<file path="config.mk">
export PLATFORM = sky130hd
export DESIGN_NAME = adcsc_ctrl
export DESIGN_NICKNAME = d
export VERILOG_FILES = /design/src/adcsc_pkg.sv /design/src/adcsc_ctrl.sv
export VERILOG_INCLUDE_DIRS = /design/src
export SDC_FILE = /design/constraint.sdc
export NUM_CORES = 1
export LEC_CHECK = 0
export BUFFER_PORTS_ARGS = -buffer_cell sky130_fd_sc_hd__buf_2
export CAP_MARGIN = 0
export CORE_MARGIN = 2
export CORE_UTILIZATION = 44
export DETAILED_ROUTE_END_ITERATION = 16
export PLACE_DENSITY = 0.67
export SLEW_MARGIN = 20
export SYNTH_ARGS = -nofsm -noshare
export SYNTH_HDL_FRONTEND = slang
export SYNTH_SLANG_ARGS = --single-unit
</file>
<file path="constraint.sdc">
create_clock -name CLK -period 2.9 [get_ports CLK]
set_input_delay 0.58 -clock CLK [delete_from_list [all_inputs] [get_ports CLK]]
set_output_delay 0.58 -clock CLK [all_outputs]
set_load 0.005 [all_outputs]
</file>
<file path="src/adcsc_map.svh">
// register offsets, field positions, reset values and timing counts
`ifndef ADCSC_MAP_SVH
`define ADCSC_MAP_SVH
// ==========================================================
// register indices
`define ADCSC_A_CTRL_FIRST   3'h0
`define ADCSC_A_CTRL_SECOND  3'h1
`define ADCSC_A_CTRL_THIRD   3'h2
`define ADCSC_A_RESULT_HIGH  3'h3
`define ADCSC_A_RESULT_LOW   3'h4
`define ADCSC_A_IRQ_CTRL     3'h5
// ==========================================================
// converter_control_first fields
`define ADCSC_B_START        7
`define ADCSC_B_BUSY         6
`define ADCSC_B_POWER        5
`define ADCSC_B_JUSTIFY      4
// converter_control_second fields
`define ADCSC_F_SRC_HI       7
`define ADCSC_F_SRC_LO       5
`define ADCSC_F_DIV_HI       2
`define ADCSC_F_DIV_LO       0
`define ADCSC_SRC_TEMP       3'h2
// converter_control_third fields
`define ADCSC_F_RATE_HI      7
`define ADCSC_F_RATE_LO      6
`define ADCSC_B_RES          5
`define ADCSC_B_RSV_ONE      1
`define ADCSC_B_TEMP_EN      0
`define ADCSC_THIRD_RESET    8'h02
// irq control fields
`define ADCSC_B_IRQ_FLAG     0
`define ADCSC_B_IRQ_EN       1
// ==========================================================
// phase lengths in converter clocks
`define ADCSC_SAMPLE_NORM    6'h04
`define ADCSC_SAMPLE_TEMP    6'h2E
`define ADCSC_CONVERT_LEN    6'h0C
`endif

</file>
<file path="src/adcsc_pkg.sv">
// types shared by the converter sequencing control
package adcsc_pkg;
   typedef enum logic [1:0] {
      ADCSC_IDLE,
      ADCSC_SAMPLE,
      ADCSC_CONVERT
   } adcsc_state_t;
endpackage
</file>
<file path="src/adcsc_ctrl.sv">
// converter sequencing control: registers, clock divider, conversion sequencer
//
// Local design decisions: the strobed register port and the register addresses.
`timescale 1ns/10ps
`default_nettype none
`include "adcsc_map.svh"
// Contract
// resolution bit: zero gives twelve-bit, one gives ten-bit conversion
// temperature sensor powered only while its enable bit is set
// software uses the sensor only at twelve-bit and fastest rate mode
// conversion starts after the start bit goes low-high-low
// busy flag set once a conversion starts, held until it finishes
// busy flag cleared on completion, usable as end-of-conversion poll
// completion sets interrupt flag; interrupt raised only when enabled
// two-bit rate mode field selects 2MHz, 1MHz, 500kHz or low current
// converter clock is system clock divided by two to the divider code
// software keeps converter clock period between 0.5us and 10us
// sensor conversion at twelve-bit uses rate mode 00
// power-enable bit switches converter on when set, off when cleared
// software waits a settling delay after power-on before starting
// software clears power-enable when conversions are not needed
// normal conversion takes 4 sampling plus 12 conversion clocks
// sensor conversion takes 46 sampling plus 12 conversion clocks
// result registers unchanged while converter is powered off
// format bit selects left- or right-justified result placement
// unused bits of the third control register read zero, ignore writes
// software always writes one to the reserved bit
module adcsc_ctrl
   import adcsc_pkg::*;
(
   input  wire logic        CLK,        // system clock
   input  wire logic        SRST,       // synchronous reset, active high
   input  wire logic        CE,         // clock enable, freezes all state
   input  wire logic [2:0]  ADDR,       // register index
   input  wire logic [7:0]  WR_DATA,    // write data
   input  wire logic        WR_EN,      // write strobe
   input  wire logic        RD_EN,      // read strobe
   output logic      [7:0]  RD_DATA,    // read data, cycle after strobe
   input  wire logic [11:0] CORE_DATA,  // converted value from the core
   output logic             IRQ,        // interrupt to the converter vector
   output logic             TSENS_ON,   // temperature sensor power
   output logic             CONV_POWER, // converter core power
   output logic             CONV_TICK,  // converter clock pulse
   output logic             SAMPLING,   // sampling phase
   output logic             CONVERTING, // conversion phase
   output logic             RES_10BIT,  // ten-bit resolution selected
   output logic      [1:0]  RATE_MODE,  // converter rate mode to the core
   output logic      [2:0]  INPUT_SRC   // input source select to the core
);
   // ==========================================================
   // register state
   logic [7:0]   first;
   logic [7:0]   second;
   logic [7:0]   third;
   logic [7:0]   result_high;
   logic [7:0]   result_low;
   logic         irq_flag;
   logic         irq_en;
   logic [6:0]   div_cnt;
   logic [5:0]   phase_cnt;
   adcsc_state_t state;

   // power-of-two divider mask for a three-bit code
   function automatic logic [6:0] div_mask(input logic [2:0] code);
      div_mask = 7'(({7'h00, 1'b1} << code) - 8'h01);
   endfunction

   // ==========================================================
   // decode and selection
   wire       wr_first  = WR_EN && ADDR == `ADCSC_A_CTRL_FIRST;
   wire       wr_second = WR_EN && ADDR == `ADCSC_A_CTRL_SECOND;
   wire       wr_third  = WR_EN && ADDR == `ADCSC_A_CTRL_THIRD;
   wire       wr_irq    = WR_EN && ADDR == `ADCSC_A_IRQ_CTRL;
   wire       power     = first[`ADCSC_B_POWER];
   wire       res10     = third[`ADCSC_B_RES];
   wire [2:0] div_code  = second[`ADCSC_F_DIV_HI:`ADCSC_F_DIV_LO];
   wire       is_temp   = second[`ADCSC_F_SRC_HI:`ADCSC_F_SRC_LO] == `ADCSC_SRC_TEMP;
   // a pulse is complete when the start bit, already high, is written low
   wire       launch    = wr_first && first[`ADCSC_B_START] && !WR_DATA[`ADCSC_B_START]
                          && power && state == ADCSC_IDLE;
   // converter clock: every 2^code system clocks
   wire       tick      = (div_cnt | ~div_mask(div_code)) == 7'h7F;
   wire [5:0] sample_len = is_temp ? `ADCSC_SAMPLE_TEMP : `ADCSC_SAMPLE_NORM;
   wire [5:0] phase_end = state == ADCSC_SAMPLE ? sample_len : `ADCSC_CONVERT_LEN;
   wire       last_tick = tick && phase_cnt == 6'(phase_end - 6'h01);
   wire       done      = state == ADCSC_CONVERT && last_tick && power;
   // result placement: left or right justified at either resolution
   wire [15:0] left_v   = res10 ? {CORE_DATA[9:0], 6'h00} : {CORE_DATA, 4'h0};
   wire [15:0] right_v  = res10 ? {6'h00, CORE_DATA[9:0]} : {4'h0, CORE_DATA};
   wire [15:0] placed   = first[`ADCSC_B_JUSTIFY] ? right_v : left_v;
   wire [7:0]  third_rd = {third[7:5], 3'h0, third[1:0]};
   logic [7:0] rd_mux;

   always_comb begin
      unique case (ADDR)
         `ADCSC_A_CTRL_FIRST:  rd_mux = {first[7], state != ADCSC_IDLE, first[5:0]};
         `ADCSC_A_CTRL_SECOND: rd_mux = second;
         `ADCSC_A_CTRL_THIRD:  rd_mux = third_rd;
         `ADCSC_A_RESULT_HIGH: rd_mux = result_high;
         `ADCSC_A_RESULT_LOW:  rd_mux = result_low;
         `ADCSC_A_IRQ_CTRL:    rd_mux = {6'h00, irq_en, irq_flag};
         default:              rd_mux = 8'h00;
      endcase
   end

   // ==========================================================
   // control registers; busy bit is never stored, it is the sequencer state
   always_ff @(posedge CLK) begin
      if (SRST) begin
         first  <= 8'h00;
         second <= 8'h00;
         third  <= `ADCSC_THIRD_RESET;
         irq_en <= 1'b0;
      end else if (CE) begin
         if (wr_first)
            first <= {WR_DATA[7], 1'b0, WR_DATA[5:0]};
         if (wr_second)
            second <= WR_DATA;
         if (wr_third)
            third <= {WR_DATA[7:5], 3'h0, WR_DATA[1:0]};
         if (wr_irq)
            irq_en <= WR_DATA[`ADCSC_B_IRQ_EN];
      end
   end

   // interrupt flag: completion wins over a write-one-to-clear in the same cycle
   always_ff @(posedge CLK) begin
      if (SRST)
         irq_flag <= 1'b0;
      else if (CE) begin
         if (done)
            irq_flag <= 1'b1;
         else if (wr_irq && WR_DATA[`ADCSC_B_IRQ_FLAG])
            irq_flag <= 1'b0;
      end
   end

   // divider runs freely so the converter clock has no start-up phase shift
   always_ff @(posedge CLK) begin
      if (SRST)
         div_cnt <= 7'h00;
      else if (CE)
         div_cnt <= 7'(div_cnt + 7'h01);
   end

   // ==========================================================
   // sequencer; dropping power aborts without touching results or flag
   always_ff @(posedge CLK) begin
      if (SRST) begin
         state     <= ADCSC_IDLE;
         phase_cnt <= 6'h00;
      end else if (CE) begin
         unique case (state)
            ADCSC_IDLE: begin
               phase_cnt <= 6'h00;
               if (launch)
                  state <= ADCSC_SAMPLE;
            end
            ADCSC_SAMPLE: begin
               if (!power)
                  state <= ADCSC_IDLE;
               else if (last_tick) begin
                  state     <= ADCSC_CONVERT;
                  phase_cnt <= 6'h00;
               end else if (tick)
                  phase_cnt <= 6'(phase_cnt + 6'h01);
            end
            ADCSC_CONVERT: begin
               if (!power || last_tick)
                  state <= ADCSC_IDLE;
               else if (tick)
                  phase_cnt <= 6'(phase_cnt + 6'h01);
            end
         endcase
      end
   end

   // results load only on a powered completion, otherwise hold
   always_ff @(posedge CLK) begin
      if (SRST) begin
         result_high <= 8'h00;
         result_low  <= 8'h00;
      end else if (CE && done) begin
         result_high <= placed[15:8];
         result_low  <= placed[7:0];
      end
   end

   // ==========================================================
   // registered outputs
   always_ff @(posedge CLK) begin
      if (SRST) begin
         RD_DATA    <= 8'h00;
         IRQ        <= 1'b0;
         TSENS_ON   <= 1'b0;
         CONV_POWER <= 1'b0;
         CONV_TICK  <= 1'b0;
         SAMPLING   <= 1'b0;
         CONVERTING <= 1'b0;
         RES_10BIT  <= 1'b0;
         RATE_MODE  <= 2'h0;
         INPUT_SRC  <= 3'h0;
      end else if (CE) begin
         RD_DATA    <= RD_EN ? rd_mux : 8'h00;
         IRQ        <= irq_flag && irq_en;
         TSENS_ON   <= third[`ADCSC_B_TEMP_EN];
         CONV_POWER <= power;
         CONV_TICK  <= tick && state != ADCSC_IDLE;
         SAMPLING   <= state == ADCSC_SAMPLE;
         CONVERTING <= state == ADCSC_CONVERT;
         RES_10BIT  <= res10;
         RATE_MODE  <= third[`ADCSC_F_RATE_HI:`ADCSC_F_RATE_LO];
         INPUT_SRC  <= second[`ADCSC_F_SRC_HI:`ADCSC_F_SRC_LO];
      end
   end

   // ==========================================================
   // checks
   property p_res;
      @(posedge CLK) disable iff (SRST) CE && $changed(res10) |=> RES_10BIT == $past(res10);
   endproperty
   a_res: assert property (p_res) else $error("resolution output wrong");

   property p_tsens;
      @(posedge CLK) disable iff (SRST) CE && !third[`ADCSC_B_TEMP_EN] |=> !TSENS_ON;
   endproperty
   a_tsens: assert property (p_tsens) else $error("sensor on while disabled");

   property p_launch;
      @(posedge CLK) disable iff (SRST) CE && launch |=> state == ADCSC_SAMPLE && phase_cnt == 6'h00;
   endproperty
   a_launch: assert property (p_launch) else $error("start pulse did not launch");

   property p_done;
      @(posedge CLK) disable iff (SRST) CE && done |=> state == ADCSC_IDLE && irq_flag;
   endproperty
   a_done: assert property (p_done) else $error("completion did not clear busy");

   property p_irq;
      @(posedge CLK) disable iff (SRST) CE && !irq_en ##1 CE |-> !IRQ;
   endproperty
   a_irq: assert property (p_irq) else $error("interrupt while disabled");

   property p_div;
      @(posedge CLK) disable iff (SRST) div_code == 3'h7 && tick |-> div_cnt == 7'h7F;
   endproperty
   a_div: assert property (p_div) else $error("divide by 128 wrong");

   property p_sample;
      @(posedge CLK) disable iff (SRST)
         CE && state == ADCSC_SAMPLE && power && last_tick && !is_temp |-> phase_cnt == 6'h03;
   endproperty
   a_sample: assert property (p_sample) else $error("sampling length wrong");

   property p_temp;
      @(posedge CLK) disable iff (SRST)
         CE && state == ADCSC_SAMPLE && power && last_tick && is_temp
         |-> phase_cnt == 6'h2D ##1 state == ADCSC_CONVERT;
   endproperty
   a_temp: assert property (p_temp) else $error("sensor sampling end wrong");

   property p_hold;
      @(posedge CLK) disable iff (SRST) !power |=> $stable(result_high) && $stable(result_low);
   endproperty
   a_hold: assert property (p_hold) else $error("results moved while off");

   property p_unused;
      @(posedge CLK) disable iff (SRST)
         CE && RD_EN && ADDR == `ADCSC_A_CTRL_THIRD |=> RD_DATA[4:2] == 3'h0;
   endproperty
   a_unused: assert property (p_unused) else $error("unused bits read nonzero");
endmodule
`default_nettype wire

</file>
Yosys cells after proc, flatten, opt, wreduce, memory -nomap -nowiden
Cells that the tools add are included.
- bits in registers: 73
- output and inout port bits: 20
- eq/ne operators: 15
- add/subtract/negate cells: 4
- multiplexer cells: 19
- reduce and logical (&&, ||, !) cells: 29
- bitwise logic cells: 2
- shift-type cells: 1
- operator list (cell ; number):
    one-hot mux 8 bit (6 select lines) ; 1
    2-to-1 mux 6 bit ; 6
    2-to-1 mux 16 bit ; 2
    one-hot mux 6 bit (3 select lines) ; 1
    logical AND 1 bit ; 15
    2-to-1 mux 12 bit ; 1
    AND reduction 2 bit ; 5
    == test 3 x 2 -> 1 bit (second input constant) ; 3
    2-to-1 mux 2 bit ; 4
    2-to-1 mux 8 bit ; 1
    adder 7 x 1 -> 7 bit (second input constant) ; 1
    == test 7 bit (second input constant) ; 1
    NOT 7 bit ; 1
    OR 7 bit ; 1
    << shifter 1 x 3 -> 7 bit (first input constant) ; 1
    subtractor 7 x 1 -> 7 bit (second input constant) ; 1
    adder 6 x 1 -> 6 bit (second input constant) ; 1
    == test 3 bit (second input constant) ; 2
    == test 6 bit ; 1
    != test 2 bit (second input constant) ; 3
    one-hot mux 2 bit (3 select lines) ; 1
    subtractor 6 x 1 -> 6 bit (second input constant) ; 1
    AND reduction 4 bit ; 1
    nonzero test 2 bit ; 2
    other kinds (11) ; 13

Longest topological paths before layout
Gate-level depths: netlist (run 1).
- depth in word-level cells: 10
- depth in mapped cells: 12

Worst setup path before layout (run 1)
No wires, ideal clock.
- kind: register to register
- start: register second[1]
- end: register state[0]
- arrival time: 2.774 ns
- setup time: 0.121 ns
- period minus slack after synthesis: 2.894 ns
- stages on the path, launching flop included: 11
- path slack: 0.006 ns
- path through: dfxtp_1 > buf_4 > or3_1 > ha_1 > or4b_2 > o211ai_1 > and2_1 > buf_2 > nor3_1 > o31ai_1 > mux2_2
- cells in the longest elaborated chain, start to end: 9
- RTL lines (item ; RTL line ; source):
    start, declared ; adcsc_ctrl.sv:53 ; logic [7:0] second;
    start signal, assigned ; adcsc_ctrl.sv:111 ; second <= 8'h00;
    start signal, assigned ; adcsc_ctrl.sv:118 ; second <= WR_DATA;
    << shifter 1 x 3 -> 7 bit (*) ; adcsc_ctrl.sv:65 ; div_mask = 7'(({7'h00, 1'b1} << code) - 8'h01);
    subtractor 7 x 1 -> 7 bit (*) ; adcsc_ctrl.sv:65 ;
    NOT 7 bit (*) ; adcsc_ctrl.sv:82 ; wire tick = (div_cnt | ~div_mask(div_code)) == 7'h7F;
    OR 7 bit (*) ; adcsc_ctrl.sv:82 ;
    == test 7 bit (*) ; adcsc_ctrl.sv:82 ;
    logical AND 1 bit (*) ; adcsc_ctrl.sv:85 ; wire last_tick = tick && phase_cnt == 6'(phase_end - 6'h01);
    logical OR 1 bit ; adcsc_ctrl.sv:169 ; if (!power || last_tick)
    != test 2 x 1 -> 1 bit (no source line) ; -- ;
    AND reduction 4 bit (no source line) (*) ; -- ;
    end signal, assigned ; adcsc_ctrl.sv:161 ; state <= ADCSC_IDLE;
    end signal, assigned ; adcsc_ctrl.sv:163 ; state <= ADCSC_CONVERT;
    end signal, assigned ; adcsc_ctrl.sv:170 ; state <= ADCSC_IDLE;
    end, declared ; adcsc_ctrl.sv:61 ; adcsc_state_t state;
Mark *: on every way between the ends. The rest lies on a longest branch, timed or not.
A chain may end at the register's enable or synchronous reset.

Worst setup path after layout (run 1)
- start: register second[0]
- end: register state[0]
Same word-level chain as after synthesis.

==> impl_metrics.toml, run 1 <==
[hold_path]
min_path_type = "flop to flop"

[global_routing]
use_met1_pct = 30.1
antenna_found_initial = 0
overflow = 0
grt_max_degree = 30
track_usage_pct = 21.2
met2_usage_pct = 32.3
met3_usage_pct = 3.72
grt-busiest-layer = "met2"
grt_pass1_vias = 2988
grt_pass1_wl_microns = 14900

[run_status]
status = "completed"

[die]
core_sq_um = 8180
die_y_microns = 95.7
num_io_pins = 48
initial_utilization_pct = 45.2
die_area_sq_um = 9150
fp.dieW_microns = 95.7
num_rows = 33

[timing]
report.final.slew_viol_count = 0
finalSetupViolCount = 0
final_hold_viol_count = 0
fin_crit_sh_pct = 94.4
skew_ns = 0.0124
fin_setup_tns_ns = 0
fin_crit_ns = 2.74
worst_slew_margin_rel_pct = 51.2
tightest_slew_ns = 0.731
fmax_ghz = 0.365
rsz0062_at_grt = "no"

[cells_and_area]
drive_gt1_share_pct = 19.8
synthToLayoutAreaGrowth_pct = 16.1
diodes = 0
nets = 499

[synthesis]
netlist_area_sq_um = 3700
synth_cell_types = 53
ys_ff_latch = 73
async_flop_share_pct = 0
synth_top_family_by_area = "simple AND/OR/NAND/NOR gates"
synth-edff-count = 0
yosys.area_share.simple_pct = 20.9
syn-num-nets = 454
synthMuxAreaShare_pct = 19.3
synth_seq_area_share_pct = 39.5
synthAdderAreaFrac_pct = 2.03
synthFlopType = "dfxtp_1"
syn_inst = 420
synth_xor_area_share_pct = 1.42
synth_area_per_cell_sq_um = 8.80
ys_warn_count = 0
synth_compound_area_share_pct = 11.9

[worst_setup_path]
critPathRequiredTime_ns = 3.14
slowest_delay_ns = 0.62
cp.arrival_ns = 2.98
cp-end-kind = "flop"
path_class = "flop to flop"
worst_setup_path_start_kind = "flop"
cp_max_fo = 6
cp_top_family = "simple AND/OR/NAND/NOR gates"
slowest_stage = "or4b_2"
critPathBufInv = 0
cp_cell_sequence = "or3_1 > ha_1 > or4b_2 > o211ai_1 > and2_1 > nor3_1 > o31ai_2 > mux2_2"

[power]
combPwrFrac_pct = 7.9
leakage_nw = 1.60
p_int_mw = 1.51
switchingPower_uw = 529
clkPwrFrac_pct = 41.9
total_power_mw = 2.03
seq_power_share_pct = 50.2
ir_drop_mv = 0.227
p_per_area_nw_per_um2 = 474
swShare_pct = 26.0

[placement]
numPortBuffers = 47
gp_congestion = 0.856
dp_hpwl_microns = 6560

[detailed_routing]
avgRoutedWirePerCell_microns = 16.0
firstDrtPassIters = 4
via_count = 3149
finalWirelength_microns = 9170
antenna_left = 0
viasPerCell = 5.48
drt_iter0_drc = 137
drc = 0

[cts]
cts_root_buffer = "clkbuf_8"
cts_setup_buffers = 0
clock-sinks = 73
clk_pin_slew_ns = 0.08
tritoncts = "built"
clk_latency_ns = 0.36
cts_max_level = 3
cts_hold_buf = 0
cts_buffer_depth = 2
cts_buffers = 9
cts_resized = 0

[flow_run]
cap_violations = 0
[worst register-to-register path: stages (launching register included)]
cell      delay (ns)
dfxtp_1         0.31
or3_1           0.40
ha_1            0.28
or4b_2          0.62
o211ai_1        0.12
and2_1          0.17
nor3_1          0.06
o31ai_2         0.29
mux2_2          0.37
[power groups by stage]
stage | logic (mW) | registers, mW | clock network, mW
after detailed placement | 0.160 | 1.04 | 0
after global routing | 0.177 | 1.02 | 0.901
after global placement | 0.157 | 1.04 | 0
final | 0.161 | 1.02 | 0.853
after CTS | 0.161 | 1.02 | 0.867
after floorplan | 0.104 | 1.04 | 0
[flip-flops by register name, indices dropped and copies added (netlist names), 2 cells and up]
signal and count:
RD_DATA 8, result_high 8, result_low 8, second 8, div_cnt 7, first 7
phase_cnt 6, third 5, INPUT_SRC 3, RATE_MODE 2, state 2
[layer usage]
metal  wire [microns]  up-vias
li1                 -     1573
met1             4500     1509
met2             4220       54
met3              305       13
met4              145        0
met5                0        -
[area by class of cell]
| type | count | area, sq um |
|---|---|---|
| Sequential cell | 73 | 1460 |
| Clock buffer | 10 | 138 |
| Tap cell | 105 | 131 |
| Fill cell | 763 | 3880 |
| Multi-Input combinational cell | 303 | 2060 |
| Inverter | 15 | 56.3 |
| Timing Repair Buffer | 63 | 368 |
| Clock inverter | 6 | 72.6 |
[path summary, 6_finish.rpt]
| kind | startpoint | endpoint | slack, ns | depth (start not counted) |
|---|---|---|---|---|
| worst max-delay path | second[0] | state[0] | 0.16 | 8 |
| worst min-delay path | CONV_TICK | CONV_TICK | 0.47 | 2 |
| worst min register to register | CONV_TICK | CONV_TICK | 0.47 | 2 |
| worst max register to register | second[0] | state[0] | 0.16 | 8 |
[cells in the final DEF (no fill, tap or decap), drive strengths merged, types with 6 or more instances in the layout]
master / Yosys / routed
nor2: 75 / 75
a22oi: 8 / 8
a21oi: 16 / 16
nand2: 17 / 17
o21ai: 20 / 20
nand3: 15 / 15
dfxtp: 73 / 73
clkbuf: 20 / 10
buf: 9 / 63
inv: 15 / 18
nand2b: 8 / 8
ha: 6 / 6
mux2i: 61 / 61
[synth_stat cells, types with 2 or more instances]
library cell | n | area, sq um
nand4b_1 | 2 | 17.5
a211o_1 | 2 | 17.5
nor2_1 | 75 | 282
xnor2_1 | 5 | 43.8
a22o_1 | 2 | 17.5
nor3b_1 | 2 | 15.0
a22oi_1 | 8 | 60.1
nand4_1 | 2 | 12.5
nor2b_1 | 5 | 31.3
mux2i_1 | 61 | 611
o211ai_1 | 3 | 22.5
nor3_1 | 3 | 15.0
ha_1 | 6 | 75.1
nand2_1 | 17 | 63.8
buf_1 | 3 | 11.3
inv_1 | 15 | 56.3
clkbuf_1 | 20 | 75.1
nand3_1 | 15 | 75.1
buf_2 | 4 | 20.0
or3b_2 | 2 | 17.5
nor3_2 | 2 | 20.0
nand3b_1 | 5 | 37.5
or3b_1 | 2 | 17.5
o22ai_1 | 2 | 12.5
or4b_1 | 2 | 20.0
or3_1 | 5 | 31.3
o41ai_1 | 3 | 26.3
a31oi_1 | 4 | 25.0
o21ai_0 | 20 | 100
dfxtp_1 | 73 | 1460
nand2b_1 | 8 | 50.1
nor4_1 | 3 | 18.8
a21oi_1 | 15 | 75.1
mux4_2 | 4 | 90.1
o31ai_1 | 2 | 15.0
[cell families (layout without fill, tap and decap cells)]
group	Yosys count	after routing
AND/OR/NAND/NOR	156	156
flip-flops	73	73
AO/OA/AOI/OAI	69	69
multiplexers	66	66
buffers and inverters	44	94
adder cells (fa/ha/maj)	6	6
XOR/XNOR	6	6
[stage by stage]
| step | area (sq um) | setup slack [ns] | std cells | hold slack [ns] | utilization [%] |
|---|---|---|---|---|---|
| final | 4290 | 0.162 | 575 | 0.467 | 52.5 |
| after global placement | 4080 | 0.172 | 559 | 0.456 | 49.9 |
| after floorplan | 3700 | 0.00567 | 420 | 0.445 | - |
| after CTS | 4290 | 0.0729 | 575 | 0.474 | 52.4 |
| after detailed placement | 4080 | 0.0908 | 559 | 0.463 | 49.9 |
| after global routing | 4290 | 0.00413 | 575 | 0.488 | 52.5 |
Note: power is estimated with default switching activity, not from simulation.
==> inputs of run 2 (changes only) <==
CORE_UTILIZATION = 35   (was 44)
PLACE_DENSITY = 0.56   (was 0.67)
==> run 2 against run 1 <==
First-iteration DRC count up 5.1%. Total power up 8.1%. Die area up 25%. Sequential cell count unchanged. Global-route usage down 3.9 points. Clock skew up 0.00056 ns. Fmax down 0.51%. Sequential power about the same. Register-to-register slack about the same. Final cell count up 5.7%. Design area up 2.6%. Critical endpoint unchanged.
==> impl_metrics.toml, run 2 (synthesis gave the netlist of run 1 again) <==
[run_status]
status = "completed"

[cells_and_area]
nets = 501
drive_gt1_share_pct = 19.9
fin_area_sq_um = 4400
most-common-layout-cells = "nor2_1 (75), dfxtp_1 (73), mux2i_1 (61)"
diodes = 0
post-route-util_pct = 42.8
fin_cells = 608
layout_commonest_cell = "nor2_1"
synthToLayoutAreaGrowth_pct = 19.1

[hold_path]
min_path_type = "flop to flop"
worstHoldEndpoint = "result_low[2]"
whs_path_depth = 2
hp-start = "result_low[2]"

[die]
die_area_sq_um = 11400
die_y_microns = 107
num_rows = 37
fp.dieW_microns = 107
num_io_pins = 48
initial_utilization_pct = 36.0
core_sq_um = 10300

[power]
ir_drop_mv = 0.315
combPwrFrac_pct = 7.6
clkPwrFrac_pct = 45.9
p_int_mw = 1.70
switchingPower_uw = 501
leakage_nw = 1.64
p_per_area_nw_per_um2 = 500
seq_power_share_pct = 46.5
swShare_pct = 22.8
total_power_mw = 2.20

[detailed_routing]
antenna_left = 0
drt_iter0_drc = 144
avgRoutedWirePerCell_microns = 15.2
firstDrtPassIters = 4
via_count = 3132
viasPerCell = 5.15
finalWirelength_microns = 9270
drc = 0

[global_routing]
track_usage_pct = 17.3
grt_pass1_vias = 3080
met2_usage_pct = 26.1
antenna_found_initial = 0
grt_pass1_wl_microns = 15500
overflow = 0
use_met1_pct = 24.7
grt-busiest-layer = "met2"
met3_usage_pct = 3.53
grt_max_degree = 39

[timing]
hold_ws_ns = 0.475
rsz0062_at_grt = "no"
fin_crit_ns = 2.75
fmax_ghz = 0.363
skew_ns = 0.0130
fin_setup_tns_ns = 0
worst_slew_margin_rel_pct = 50.3
tightest_slew_ns = 0.744
final_hold_viol_count = 0
finalSetupViolCount = 0
setup_slack_ns = 0.148
fin_crit_sh_pct = 94.9
report.final.slew_viol_count = 0

[worst_setup_path]
worst_setup_path_start_kind = "flop"
r2r-start = "second[0]"
critPathRequiredTime_ns = 3.14
r2r_cells = 8
path_class = "flop to flop"
r2r-end = "state[0]"
cp_max_fo = 6
cp.arrival_ns = 2.99
cp-end-kind = "flop"
reg2reg_setup_slack_ns = 0.15

[cts]
tritoncts = "built"
cts_buffer_depth = 2
clk_latency_ns = 0.35
cts_max_level = 3
cts_setup_buffers = 0
cts_root_buffer = "clkbuf_8"
clk_pin_slew_ns = 0.07
clock-sinks = 73
cts_buffers = 9

[flow_run]
cap_violations = 0

[placement]
gp_congestion = 0.793
place_area_sq_um = 4130
place_ws_ns = 0.0980
dp.cells = 592
numPortBuffers = 47
dp_hpwl_microns = 6710
-- run 2: worst max-delay path, cell delays in order, from the launching register on --
cell	delay [ns]
dfxtp_1	0.31
or3_1	0.39
ha_1	0.28
or4b_2	0.62
o211ai_1	0.13
and2_1	0.18
nor3_1	0.05
o31ai_1	0.30
mux2_2	0.38
-- run 2: per-layer routing --
metal	wire (microns)	vias up
met2	4070	70
met4	111	0
met1	4710	1480
li1	-	1573
met5	0	-
met3	372	9
-- run 2: worst max path at each step --
stage | from | end | slack (ns) | depth (start not counted)
after floorplan | second[1] | state[0] | 0.006 | 10
after global placement | second[0] | state[0] | 0.22 | 8
after detailed placement | second[0] | phase_cnt[0] | 0.1 | 8
after CTS | second[0] | phase_cnt[0] | 0.1 | 8
after global routing | second[2] | state[0] | 0.03 | 10
final | second[0] | state[0] | 0.15 | 8
-- run 2: timing repair --
action | in CTS | in global routing
resized for setup | 0 | 2
endpoints found under the hold margin | 0 | 0
setup endpoints to repair | 0 | 19
hold buffers | 0 | 0
-- run 2: cell type report --
| class | count | area (sq um) |
|---|---|---|
| Tap cell | 136 | 170 |
| Clock inverter | 4 | 98.8 |
| Timing Repair Buffer | 65 | 383 |
| Sequential cell | 73 | 1460 |
| Inverter | 15 | 56.3 |
| Multi-Input combinational cell | 303 | 2080 |
| Fill cell | 1075 | 5880 |
| Clock buffer | 12 | 155 |
-- run 2: power by group through the flow --
stage	Clock, mW	Sequential [mW]	Combinational (mW)
6_report	1.01	1.02	0.167
3_3_place_gp	0	1.04	0.162
2_1_floorplan	0	1.04	0.104
5_1_grt	1.08	1.02	0.184
3_5_place_dp	0	1.04	0.163
4_1_cts	1.04	1.02	0.164
